**src/rtl/paging_pkg.sv**
```systemverilog
package paging_pkg;

   localparam int unsigned AXI_ADDR_W = 8;
   localparam int unsigned EA_W       = 16;
   localparam int unsigned XADDR_W    = 24;
   localparam int unsigned NUM_WREGS  = 16;

   // register byte offsets
   localparam logic [7:0] OFS_READ_PAGE  = 8'h00;
   localparam logic [7:0] OFS_WRITE_PAGE = 8'h04;
   localparam logic [7:0] OFS_CONTROL    = 8'h08;
   localparam logic [7:0] OFS_XMOD_START = 8'h0C;
   localparam logic [7:0] OFS_XMOD_END   = 8'h10;
   localparam logic [7:0] OFS_YMOD_START = 8'h14;
   localparam logic [7:0] OFS_YMOD_END   = 8'h18;
   localparam logic [7:0] OFS_BREV_MOD   = 8'h1C;
   localparam logic [7:0] OFS_STATUS     = 8'h20;

   // widths and reset values
   localparam int unsigned READ_PAGE_W  = 10;
   localparam int unsigned WRITE_PAGE_W = 9;
   localparam int unsigned CONTROL_W    = 3;
   localparam logic [9:0]  READ_PAGE_RST  = 10'h000;
   localparam logic [8:0]  WRITE_PAGE_RST = 9'h000;
   localparam logic [2:0]  CONTROL_RST    = 3'h0;
   localparam logic [15:0] MOD_START_RST  = 16'h0000;
   localparam logic [15:0] MOD_END_RST    = 16'hFFFF;
   localparam logic [15:0] BREV_MOD_RST   = 16'h0000;

   // field positions
   localparam int unsigned CTRL_XMOD_BIT  = 0;
   localparam int unsigned CTRL_YMOD_BIT  = 1;
   localparam int unsigned CTRL_BREV_BIT  = 2;
   localparam int unsigned PAGE_PSV_BIT   = 9;
   localparam int unsigned EA_UPPER_BIT   = 15;
   localparam logic [3:0]  SP_INDEX       = 4'hF;

   localparam logic [1:0] RESP_OKAY   = 2'b00;
   localparam logic [1:0] RESP_SLVERR = 2'b10;

   typedef enum logic [1:0] {
      TGT_BASE,
      TGT_EDS,
      TGT_PSV
   } target_t;

endpackage

```
**src/rtl/agu_if.sv**
```systemverilog
`timescale 1ns/1ps
interface agu_if;
   logic [15:0] ptr;
   logic [15:0] modify;
   logic        mod_en;
   logic [15:0] mod_start;
   logic [15:0] mod_end;
   logic        brev_en;
   logic [15:0] brev_mod;
   logic [15:0] next_ptr;

   modport gen  (input ptr, modify, mod_en, mod_start, mod_end, brev_en, brev_mod,
                 output next_ptr);
   modport user (output ptr, modify, mod_en, mod_start, mod_end, brev_en, brev_mod,
                 input next_ptr);
endinterface

```
**src/rtl/address_generator.sv**
```systemverilog
`timescale 1ns/1ps
module address_generator
   import paging_pkg::*;
#(
   parameter bit BREV_OK = 1'b1
) (
   agu_if.gen agu
);
   logic [15:0] sum;
   logic [15:0] span;
   logic [15:0] ptr_rev;
   logic [15:0] mod_rev;
   logic [15:0] rev_sum;
   logic [15:0] brev_ptr;

   // bit-reversed stepping is a carry that runs from msb toward lsb
   genvar i;
   generate
      for (i = 0; i < 16; i++) begin : g_rev
         assign ptr_rev[i]  = agu.ptr[15-i];
         assign mod_rev[i]  = agu.brev_mod[15-i];
         assign brev_ptr[i] = rev_sum[15-i];
      end
   endgenerate

   assign rev_sum = ptr_rev + mod_rev;
   assign sum     = agu.ptr + agu.modify;
   assign span    = agu.mod_end - agu.mod_start + 16'h0001;

   always_comb begin
      agu.next_ptr = sum;
      if (BREV_OK && agu.brev_en) begin
         agu.next_ptr = brev_ptr;
      end else if (agu.mod_en) begin
         // circular buffer: a step that leaves the window folds back by its length
         if (!agu.modify[15] && (sum > agu.mod_end)) begin
            agu.next_ptr = sum - span;
         end else if (agu.modify[15] && (sum < agu.mod_start)) begin
            agu.next_ptr = sum + span;
         end
      end
   end
endmodule

```
**src/rtl/data_space_paging_agu.sv**
```systemverilog
// Added by the designer: the address map and the AXI4-Lite slave port.
`timescale 1ns/1ps
// Summary of operation
// - base data space: 16-bit byte address, 64KB
// - upper 32KB maps through the read and write page registers
// - program space readable through upper window
// - 10-bit read page, 9-bit write page
// - paged read: page[8:0] above ea[14:0]
// - paged write: page[8:0] above ea[14:0]
// - extended space spans 24-bit byte addresses
// - post modify steps linearly across pages; a pre-modify that leaves the upper half accesses base space
// - general accesses use X generator only
// - dual operand fetch uses X and Y
// - modulo in X and Y, X for all
// - bit-reverse in X; none without DSP
// - sixteen working registers, last is stack pointer
module data_space_paging_agu
   import paging_pkg::*;
#(
   parameter bit DSP_EN = 1'b1
) (
   input  wire logic                  aclk,
   input  wire logic                  aresetn,
   input  wire logic [AXI_ADDR_W-1:0] s_axi_awaddr,
   input  wire logic [2:0]            s_axi_awprot,
   input  wire logic                  s_axi_awvalid,
   output logic                       s_axi_awready,
   input  wire logic [31:0]           s_axi_wdata,
   input  wire logic [3:0]            s_axi_wstrb,
   input  wire logic                  s_axi_wvalid,
   output logic                       s_axi_wready,
   output logic [1:0]                 s_axi_bresp,
   output logic                       s_axi_bvalid,
   input  wire logic                  s_axi_bready,
   input  wire logic [AXI_ADDR_W-1:0] s_axi_araddr,
   input  wire logic [2:0]            s_axi_arprot,
   input  wire logic                  s_axi_arvalid,
   output logic                       s_axi_arready,
   output logic [31:0]                s_axi_rdata,
   output logic [1:0]                 s_axi_rresp,
   output logic                       s_axi_rvalid,
   input  wire logic                  s_axi_rready,
   input  wire logic                  req_valid,
   input  wire logic                  req_write,
   input  wire logic                  req_dual,
   input  wire logic                  req_update,
   input  wire logic                  req_pre,
   input  wire logic [3:0]            x_sel,
   input  wire logic [3:0]            y_sel,
   input  wire logic [15:0]           x_modify,
   input  wire logic [15:0]           y_modify,
   input  wire logic                  wreg_we,
   input  wire logic [3:0]            wreg_sel,
   input  wire logic [15:0]           wreg_data,
   output logic                       acc_valid,
   output logic                       acc_write,
   output target_t                    acc_target,
   output logic [XADDR_W-1:0]         acc_addr,
   output logic                       y_acc_valid,
   output logic [EA_W-1:0]            y_acc_addr,
   output logic [15:0]                stack_pointer
);

   logic [9:0]  read_page_select_r;
   logic [8:0]  write_page_select_r;
   logic [2:0]  control_r;
   logic [15:0] xmod_start_r;
   logic [15:0] xmod_end_r;
   logic [15:0] ymod_start_r;
   logic [15:0] ymod_end_r;
   logic [15:0] brev_mod_r;
   logic [15:0] wreg_r [NUM_WREGS];

   // ---------------- register bus ----------------
   logic                  aw_held_r;
   logic [AXI_ADDR_W-1:0] aw_addr_r;
   logic                  w_held_r;
   logic [31:0]           w_data_r;
   logic [3:0]            w_strb_r;
   logic                  bvalid_r;
   logic [1:0]            bresp_r;
   logic                  rvalid_r;
   logic [31:0]           rdata_r;
   logic [1:0]            rresp_r;
   logic                  wr_commit;

   function automatic logic mapped(input logic [AXI_ADDR_W-1:0] a);
      return (a[1:0] == 2'b00) && (a <= OFS_STATUS);
   endfunction

   function automatic logic [31:0] merge(input logic [31:0] old,
                                         input logic [31:0] d,
                                         input logic [3:0]  s);
      logic [31:0] r;
      r = old;
      for (int b = 0; b < 4; b++) begin
         if (s[b]) begin
            r[8*b +: 8] = d[8*b +: 8];
         end
      end
      return r;
   endfunction

   assign s_axi_awready = !aw_held_r && !bvalid_r;
   assign s_axi_wready  = !w_held_r && !bvalid_r;
   assign s_axi_bvalid  = bvalid_r;
   assign s_axi_bresp   = bresp_r;
   assign s_axi_arready = !rvalid_r;
   assign s_axi_rvalid  = rvalid_r;
   assign s_axi_rdata   = rdata_r;
   assign s_axi_rresp   = rresp_r;
   assign wr_commit     = aw_held_r && w_held_r && !bvalid_r;

   function automatic logic wr_hit(input logic [7:0] ofs);
      return wr_commit && (aw_addr_r == ofs);
   endfunction

   always_ff @(posedge aclk) begin
      if (!aresetn) begin
         aw_held_r <= 1'b0;
         aw_addr_r <= '0;
         w_held_r  <= 1'b0;
         w_data_r  <= 32'h0000_0000;
         w_strb_r  <= 4'h0;
      end else begin
         if (s_axi_awvalid && s_axi_awready) begin
            aw_held_r <= 1'b1;
            aw_addr_r <= s_axi_awaddr;
         end else if (wr_commit) begin
            aw_held_r <= 1'b0;
         end
         if (s_axi_wvalid && s_axi_wready) begin
            w_held_r <= 1'b1;
            w_data_r <= s_axi_wdata;
            w_strb_r <= s_axi_wstrb;
         end else if (wr_commit) begin
            w_held_r <= 1'b0;
         end
      end
   end

   always_ff @(posedge aclk) begin
      if (!aresetn) begin
         bvalid_r <= 1'b0;
         bresp_r  <= RESP_OKAY;
      end else if (wr_commit) begin
         bvalid_r <= 1'b1;
         bresp_r  <= mapped(aw_addr_r) ? RESP_OKAY : RESP_SLVERR;
      end else if (s_axi_bready) begin
         bvalid_r <= 1'b0;
      end
   end

   always_ff @(posedge aclk) begin
      if (!aresetn) begin
         rvalid_r <= 1'b0;
         rdata_r  <= 32'h0000_0000;
         rresp_r  <= RESP_OKAY;
      end else if (s_axi_arvalid && s_axi_arready) begin
         rvalid_r <= 1'b1;
         rresp_r  <= mapped(s_axi_araddr) ? RESP_OKAY : RESP_SLVERR;
         case (s_axi_araddr)
            OFS_READ_PAGE:  rdata_r <= {22'h000000, read_page_select_r};
            OFS_WRITE_PAGE: rdata_r <= {23'h000000, write_page_select_r};
            OFS_CONTROL:    rdata_r <= {29'h00000000, control_r};
            OFS_XMOD_START: rdata_r <= {16'h0000, xmod_start_r};
            OFS_XMOD_END:   rdata_r <= {16'h0000, xmod_end_r};
            OFS_YMOD_START: rdata_r <= {16'h0000, ymod_start_r};
            OFS_YMOD_END:   rdata_r <= {16'h0000, ymod_end_r};
            OFS_BREV_MOD:   rdata_r <= {16'h0000, brev_mod_r};
            OFS_STATUS:     rdata_r <= {6'h00, acc_target, acc_addr};
            default:        rdata_r <= 32'h0000_0000;
         endcase
      end else if (s_axi_rready) begin
         rvalid_r <= 1'b0;
      end
   end

   always_ff @(posedge aclk) begin
      if (!aresetn) begin
         control_r    <= CONTROL_RST;
         xmod_start_r <= MOD_START_RST;
         xmod_end_r   <= MOD_END_RST;
         ymod_start_r <= MOD_START_RST;
         ymod_end_r   <= MOD_END_RST;
         brev_mod_r   <= BREV_MOD_RST;
      end else begin
         // bits above each register width are dropped on purpose
         if (wr_hit(OFS_CONTROL)) begin
            control_r <= 3'(merge({29'h0, control_r}, w_data_r, w_strb_r));
         end
         if (wr_hit(OFS_XMOD_START)) begin
            xmod_start_r <= 16'(merge({16'h0, xmod_start_r}, w_data_r, w_strb_r));
         end
         if (wr_hit(OFS_XMOD_END)) begin
            xmod_end_r <= 16'(merge({16'h0, xmod_end_r}, w_data_r, w_strb_r));
         end
         if (wr_hit(OFS_YMOD_START)) begin
            ymod_start_r <= 16'(merge({16'h0, ymod_start_r}, w_data_r, w_strb_r));
         end
         if (wr_hit(OFS_YMOD_END)) begin
            ymod_end_r <= 16'(merge({16'h0, ymod_end_r}, w_data_r, w_strb_r));
         end
         if (wr_hit(OFS_BREV_MOD)) begin
            brev_mod_r <= 16'(merge({16'h0, brev_mod_r}, w_data_r, w_strb_r));
         end
      end
   end

   // ---------------- address generators ----------------
   agu_if x_agu ();
   agu_if y_agu ();
   logic [15:0] x_ptr;
   logic [15:0] y_ptr;
   logic [15:0] x_ea;
   logic [15:0] y_ea;
   logic        x_paged;
   logic        step_wrap;
   logic        step_down;
   logic [15:0] x_wb;

   assign x_ptr = wreg_r[x_sel];
   assign y_ptr = wreg_r[y_sel];

   // modulo on X for every class, Y too
   // bit-reverse only on X, both gone without DSP
   assign x_agu.ptr       = x_ptr;
   assign x_agu.modify    = x_modify;
   assign x_agu.mod_en    = DSP_EN && control_r[CTRL_XMOD_BIT];
   assign x_agu.mod_start = xmod_start_r;
   assign x_agu.mod_end   = xmod_end_r;
   assign x_agu.brev_en   = DSP_EN && control_r[CTRL_BREV_BIT];
   assign x_agu.brev_mod  = brev_mod_r;
   assign y_agu.ptr       = y_ptr;
   assign y_agu.modify    = y_modify;
   assign y_agu.mod_en    = DSP_EN && control_r[CTRL_YMOD_BIT];
   assign y_agu.mod_start = ymod_start_r;
   assign y_agu.mod_end   = ymod_end_r;
   assign y_agu.brev_en   = 1'b0;
   assign y_agu.brev_mod  = 16'h0000;

   address_generator #(.BREV_OK(1'b1)) u_x_gen (.agu(x_agu));
   address_generator #(.BREV_OK(1'b0)) u_y_gen (.agu(y_agu));

   assign x_ea = req_pre ? x_agu.next_ptr : x_ptr;
   assign y_ea = req_pre ? y_agu.next_ptr : y_ptr;

   // a paged pointer that steps out of the upper half carries into the page
   assign x_paged   = req_valid && x_ptr[EA_UPPER_BIT];
   assign step_wrap = x_paged && req_update && !x_agu.next_ptr[EA_UPPER_BIT];
   assign step_down = x_modify[15];
   assign x_wb      = step_wrap ? {1'b1, x_agu.next_ptr[14:0]} : x_agu.next_ptr;

   // page registers; a bus write wins over a stepping carry
   always_ff @(posedge aclk) begin
      if (!aresetn) begin
         read_page_select_r <= READ_PAGE_RST;
      end else if (wr_hit(OFS_READ_PAGE)) begin
         read_page_select_r <= 10'(merge({22'h0, read_page_select_r}, w_data_r, w_strb_r));
      end else if (step_wrap && !req_write) begin
         read_page_select_r[8:0] <= step_down ? read_page_select_r[8:0] - 9'h001
                                              : read_page_select_r[8:0] + 9'h001;
      end
   end

   always_ff @(posedge aclk) begin
      if (!aresetn) begin
         write_page_select_r <= WRITE_PAGE_RST;
      end else if (wr_hit(OFS_WRITE_PAGE)) begin
         write_page_select_r <= 9'(merge({23'h0, write_page_select_r}, w_data_r, w_strb_r));
      end else if (step_wrap && req_write) begin
         write_page_select_r <= step_down ? write_page_select_r - 9'h001
                                          : write_page_select_r + 9'h001;
      end
   end

   // working registers; a direct core write wins over pointer writeback
   genvar gi;
   generate
      for (gi = 0; gi < NUM_WREGS; gi++) begin : g_wreg
         always_ff @(posedge aclk) begin
            if (!aresetn) begin
               wreg_r[gi] <= 16'h0000;
            end else if (wreg_we && (wreg_sel == 4'(gi))) begin
               wreg_r[gi] <= wreg_data;
            end else if (req_valid && req_update && (x_sel == 4'(gi))) begin
               wreg_r[gi] <= x_wb;
            end else if (DSP_EN && req_valid && req_dual && req_update
                         && (y_sel == 4'(gi))) begin
               wreg_r[gi] <= y_agu.next_ptr;
            end
         end
      end
   endgenerate

   assign stack_pointer = wreg_r[SP_INDEX];

   // ---------------- address translation ----------------
   always_ff @(posedge aclk) begin
      if (!aresetn) begin
         acc_valid  <= 1'b0;
         acc_write  <= 1'b0;
         acc_target <= TGT_BASE;
         acc_addr   <= 24'h000000;
      end else begin
         acc_valid <= req_valid;
         if (req_valid) begin
            acc_write <= req_write;
            if (!x_ea[EA_UPPER_BIT]) begin
               acc_target <= TGT_BASE;
               acc_addr   <= {8'h00, x_ea};
            end else if (req_write) begin
               acc_target <= TGT_EDS;
               acc_addr   <= {write_page_select_r[8:0], x_ea[14:0]};
            end else if (read_page_select_r[PAGE_PSV_BIT]) begin
               // page bit 9 selects the program view
               // 32KB window at a 32KB-aligned program boundary
               acc_target <= TGT_PSV;
               acc_addr   <= {read_page_select_r[8:0], x_ea[14:0]};
            end else begin
               acc_target <= TGT_EDS;
               acc_addr   <= {read_page_select_r[8:0], x_ea[14:0]};
            end
         end
      end
   end

   // dual fetch drives Y alongside X
   always_ff @(posedge aclk) begin
      if (!aresetn) begin
         y_acc_valid <= 1'b0;
         y_acc_addr  <= 16'h0000;
      end else begin
         y_acc_valid <= DSP_EN && req_valid && req_dual;
         if (DSP_EN && req_valid && req_dual) begin
            y_acc_addr <= y_ea;
         end
      end
   end
endmodule

```
**config.mk**
```make
export PLATFORM = sky130hd
export DESIGN_NAME = data_space_paging_agu
export DESIGN_NICKNAME = d
export VERILOG_FILES = /design/src/rtl/paging_pkg.sv /design/src/rtl/agu_if.sv /design/src/rtl/address_generator.sv /design/src/rtl/data_space_paging_agu.sv
export SDC_FILE = /design/constraint.sdc
export NUM_CORES = 2
export LEC_CHECK = 0
export ABC_CLOCK_PERIOD_IN_PS = 18160
export BUFFER_PORTS_ARGS = -buffer_cell sky130_fd_sc_hd__buf_2
export CAP_MARGIN = 5
export CORE_MARGIN = 2
export CORE_UTILIZATION = 30
export DETAILED_ROUTE_END_ITERATION = 7
export GPL_TIMING_DRIVEN = 0
export PLACE_DENSITY = 0.5
export SLEW_MARGIN = 10
export SYNTH_ARGS = -nofsm -noshare
export SYNTH_HDL_FRONTEND = slang
export SYNTH_HIERARCHICAL = 1
export SYNTH_SLANG_ARGS = --single-unit
export TNS_END_PERCENT = 1
```
**constraint.sdc**
```tcl
create_clock -name aclk -period 18.16 [get_ports aclk]
set_clock_uncertainty 0.2 [all_clocks]
set_input_delay 3.632 -clock aclk [delete_from_list [all_inputs] [get_ports aclk]]
set_output_delay 3.632 -clock aclk [all_outputs]
set_load 0.1 [all_outputs]
```
* Yosys cells after proc, flatten, opt, wreduce, memory -nomap -nowiden *
Memory sizes are Yosys's and may differ from the RTL's.
Cells that the tools add are included.
Widths: inputs -> output; s select.

operators by class
  add/subtract/negate cells = 15
  order comparisons = 6
  equality and inequality tests = 64
  muxes and demuxes = 275
  bitwise operators = 48
  reductions and logical operators = 114

operators with widths
  cell                   count
  $mux 16                58
  $pmux 26 s9            1
  $mux 1                 202
  $eq 4x4->1 const B     24
  $add 16x16->16         5
  $logic_and 1x1->1      77
  $eq 8x5->1 const B     8
  $sub 16x16->16         4
  $mux 9                 6
  $eq 4x3->1 const B     12
  $mux 24                2
  $or 1x1->1             48
  $add 16x1->16 const B  2
  $eq 8x4->1 const B     4
  $gt 16x16->1           2
  $lt 16x16->1           2
  $reduce_and 2->1       16
  $eq 4x2->1 const B     6
  $add 9x1->9 const B    2
  $sub 9x1->9 const B    2
  $eq 8x3->1 const B     2
  $le 8x6->1 const B     2
  $logic_not 8->1        2
  $eq 4x1->1 const B     3
  other kinds (8)        30

word-level totals
  flip-flop bits (word level) = 213
  bits in writable memories = 256
  bits of input ports = 131
  output and inout port bits = 102
  logic and storage cells = 555
  memories kept = 1

memory list
  name    words  width  rd ports  clocked after memory_dff  write ports  line                         RTL
  wreg_r  16     16     3         0                         16           data_space_paging_agu.sv:72  logic [15:0] wreg_r [NUM_WREGS];

* Depth between registers and ports, before layout *
An unclocked memory read counts as a cell.

  depth in word-level cells = 13
  gate-level depth with buffers = 31
  depth with buffers taken out = 27

* Cells and area by module *
The synthesis kept the hierarchy.

by module, submodules not included
  module                        times used  cells each  area an instance (um2)  seq. area each (um2)
  data_space_paging_agu         1           2497        26205.1                 11791.3
  address_generator at u_x_gen  1           628         4690.7                  0.0
  address_generator at u_y_gen  1           528         3970.1                  0.0

* Worst setup path after synthesis *
Ideal clock, no wire load.

  kind = input-to-reg
  from = input port x_sel[0]
  to = memory wreg_r[1][9] (data pin)
  setup time = 262 ps
  arrival time = 10197 ps
  required time = 17698 ps
  setup slack = 7501 ps
  stages on the path = 28
  path buffers = 6
  path through = clkbuf_2 buf_2 buf_2 mux4_2 mux4_2 ha_1 fa_1 a21o_1 a21oi_1 o21bai_1 a31o_2 a22oi_1 a21oi_1 o311ai_0 ha_1 nand4_1 nor3_1 o21ai_0 o211a_1 or2_2 buf_4 o32ai_1 mux2i_1 a22o_1 clkbuf_1 clkbuf_1 a222oi_1 inv_1

RTL lines
  item         line                         RTL
  from (decl)  data_space_paging_agu.sv:48  input wire logic [3:0] x_sel,
  to (decl)    data_space_paging_agu.sv:72

==> results.md <==
- The number of clock sinks seen by CTS is between 400 and 500.
- The total count of max-transition violations in the final report was 0.
- The sequential power share is 33.0%.
- The worst setup margin is between 4 and 5 ns.
- The number of top-level design ports is between 200 and 250.
- After global routing the overflow that remains totals 0.
- The buffer type at the clock tree root is sky130_fd_sc_hd__clkbuf_16.
- The critical path buffer and inverter count is 7.
- Averaged over all synthesized cells, the footprint is 9.54 sq um.
- The share of async-settable or async-resettable flops after synthesis is 0%.
- Based on the critical path, the design can be clocked at up to 0.0751 GHz.
- TritonCTS built the clock tree.
- The clock-pin slew on the worst setup and hold paths is 0.06 ns.
- The final clock period utilization by the worst path is between 70% and 80%.
- The quantity of I/O buffers inserted on ports is between 150 and 200.
- The number of antenna-violating nets in the routed design is 0.
- The top cell types in the final layout, fill and taps aside, are 416 x sky130_fd_sc_hd__inv_1, 349 x sky130_fd_sc_hd__nand2_1, 256 x sky130_fd_sc_hd__edfxtp_1.
- At the later pin of the worst-skew pair, clock insertion delay measures ~0.66 ns.
- The count of yosys warnings during synthesis is 6.
- The sequential-to-total area share from yosys stat is between 30% and 40%.
- The number of different library cells in the post-synthesis netlist is 103.
- The number of detailed-routing iterations run before antenna repair is 8.
- Cells fill around 34% of the core in the end.
- The final setup violation count is 0.
- Measured along the y axis, the die boundary spans 345 um.
- The cell that appears most often on the critical path is sky130_fd_sc_hd__clkbuf_1.
- The kind of path behind the tightest hold check is reg -> reg.
- The total negative setup slack is 0 ns.
- The worst setup path is captured at a register.
- At the pin with the least slew margin, the transition time is 1.35 ns.
- After filler insertion, the fill cell instance count of the layout stands at 11.9k.
- STA puts the critical path data required time at 18.43 ns.
- The wire-length estimate of the detail-placed layout is 126 mm.
- Measured along the x axis, the die boundary spans between 300 and 400 um.
- The total chip power is approximately 3.6 mW.
- Setup repair after global routing left no endpoint under its margin.
- The commonest non-fill, non-tap cell in the layout is sky130_fd_sc_hd__inv_1.
- The hold buffer count at cts is 0.
- Using the TritonRoute via totals, the vias-per-cell ratio works out to about 6.0.
- The number of core rows is around 130.
- Of the total power, the share spent switching nets is between 40% and 50%.
- The post-synthesis instance area is roughly 0.035 sq mm.
- The arrival time of the worst setup path is 13.60 ns.
- Combinational logic is responsible for between 30% and 40% of the overall power.
- For this block, the routed nets add up to between 150 and 200 mm of wire.
- For this design the total switching power over the nets is ~1.5 mW.
- The number of enable-type register cells in the synthesized netlist is 256.
- The leakage power is ~17 nW.
- The share of cells above drive strength 1 is between 10% and 20%.
- The count of placed standard cells including taps is between 5k and 6k.
- The dominant register cell in the synthesized netlist is sky130_fd_sc_hd__edfxtp_1.
- The worst path in the final design needs a cycle of roughly 13 ns, including I/O delays and setup.
- The maximum level of the CTS H-tree is 2.
- In this run the cell area measured after placement is roughly 0.038 sq mm.
- The largest net degree at the start of global routing is 21.
- The initial cell density of the core is 30.1%.
- VDD sags by at most approximately 0.000071 V.
- The number of cells upsized or downsized after cts is 0.
- The final number of hold-violating endpoints is 0.
- The highest cell delay on the worst timing path is 0.88 ns.
- The number of global-route vias before repair came to slightly above 30k.
- The cell with the biggest individual delay on the critical path is sky130_fd_sc_hd__clkbuf_1.
- The finished layout holds 5480 standard cells, fillers aside.
- The area enclosed by the die boundary is 0.119 sq mm.
- Global routing used about 25% of the available tracks.
- The initial antenna violation count came to 15.
- The congestion estimate from routability-driven global placement came to approximately 0.95.
- The detail-routed net length per standard cell is around 28 um.
- Among cell families on the critical path, the largest total delay comes from buffers and inverters.
- The number of buffers inserted to repair setup after CTS is 0.
- The worst setup path is launched from a primary input.
- Counting the buffers created by CTS gives 52.
- On the final layout, the worst hold slack is around 0.25 ns.
- The first global-routing pass estimated 219 mm of wire.
- After the first detailed-routing iteration, the DRC count stood at roughly 5k.
- The setup slack after placement is between 4 and 5 ns.
- The critical path is of the in -> reg type.
- The maximum count of clock buffers along a single path is 3.
- The post-synthesis register bit count is roughly 460.
- The worst pin sits at a relative slew slack of 9.90%.
- The number of standard cells after synthesis is ~3.7k.
- In the routed design, unresolved DRC markers number 174.
- The largest driver fanout on the critical path is 10.
- The tool flagged a number of max-cap violations equal to 0.
- Internal power comes to about 2.1 mW.
- The final reports fail on DRC.
- The total non-filler cell area in the finished layout is approximately 0.040 sq mm.
- The final layout contains ~4.3k nets.
- The core region is around 0.12 sq mm.
- The number of vias in the routed layout is around 33k.
- The flow ran to the end, but the final reports show violations.
- The power density of the placed cells is between 90 and 100 mW/mm^2.
- The area added between synthesis and finish is 13.8%.
- The clock network is responsible for 30.0% of the overall power.
-- metal layers --
layer | vias up | share of wire [%] | track usage (%)
li1 | 14424 | - | -
met1 | 16108 | 40 | 33.5
met2 | 1829 | 46 | 41.6
met3 | 291 | 10 | 4.67
met4 | 6 | 3.8 | 8.74
met5 | - | 0.025 | 0
-- path summary, 6_finish.rpt --
kind,startpoint,end,slack (ns),depth (start not counted)
setup reg to reg,wreg_r[15][0]$_DFFE_PP_,wreg_r[8][12]$_SDFFCE_PN0P_,8.84,26
setup / recovery,x_sel[1],wreg_r[8][12]$_SDFFCE_PN0P_,4.84,29
hold reg to reg,s_axi_rdata[24]$_SDFFE_PN0P_,s_axi_rdata[24]$_SDFFE_PN0P_,0.25,2
hold / removal,s_axi_rdata[24]$_SDFFE_PN0P_,s_axi_rdata[24]$_SDFFE_PN0P_,0.25,2
-- power groups by stage --
stage	clock network, mW	logic [mW]	registers (mW)
2_1_floorplan	0	0.751	1.27
3_3_place_gp	0	1.29	1.22
3_5_place_dp	0	1.30	1.22
4_1_cts	1.10	1.31	1.19
5_1_grt	1.13	1.41	1.20
6_report	1.09	1.34	1.20
-- tightest hold or removal path: cells and delay by family, from the launching register on --
kind	cells	cell delay, ns
AND/OR/NAND/NOR	1	0.05
flip-flops	1	0.31
AO/OA/AOI/OAI	1	0.05
-- layout make-up --
type,count,area [sq um],share of cell area (%)
timing repair buffer,194,1060,2.67
antenna,5,12.5,0.0315
clock inverter,27,258,0.650
multi-input combinational,2467,20300,51.1
sequential,461,11800,29.7
inverter,417,1570,3.94
tap,1524,1910,4.81
clock buffer,70,1460,3.68
buffer,315,1360,3.42
-- kinds of logic (layout without fill, tap and decap cells) --
group / Yosys count / count (layout) / synth area share [%]
flops: 461 / 461 / 33.8
buf+inv: 732 / 1023 / 8.38
fa+ha+maj: 250 / 250 / 9.21
xor+xnor: 86 / 86 / 2.20
compound gates: 1013 / 1013 / 22.2
other cells: 1 / 13 / 0.0108
simple gates: 897 / 897 / 12.2
mux: 213 / 213 / 12.0
-- sequential cells by signal, summed over array words and instances, names as in the netlist, 10 cells and up --
register	flops
y_agu.mod_start	16
read_page_select_r	10
acc_addr	24
s_axi_rdata	26
wreg_r	256
y_acc_addr	16
x_agu.mod_end	16
w_data_r	16
x_agu.mod_start	16
y_agu.mod_end	16
brev_mod_r	16
-- Yosys cell counts (all sizes together) (52+ instances only) --
cell type	instances	area share (%)
a21o	52	1.1
a21oi	237	3.4
a222oi	226	6.5
a22oi	69	1.5
buf	98	1.5
clkbuf	217	2.4
dfxtp	205	12
edfxtp	256	22
ha	239	8.6
inv	417	4.5
mux4	163	11
nand2	349	3.8
nand3	148	2.1
nor2	160	1.7
nor3	52	0.80
o21ai	118	1.7
xnor2	55	1.4
No activity file was read; power rests on OpenSTA's default activity.
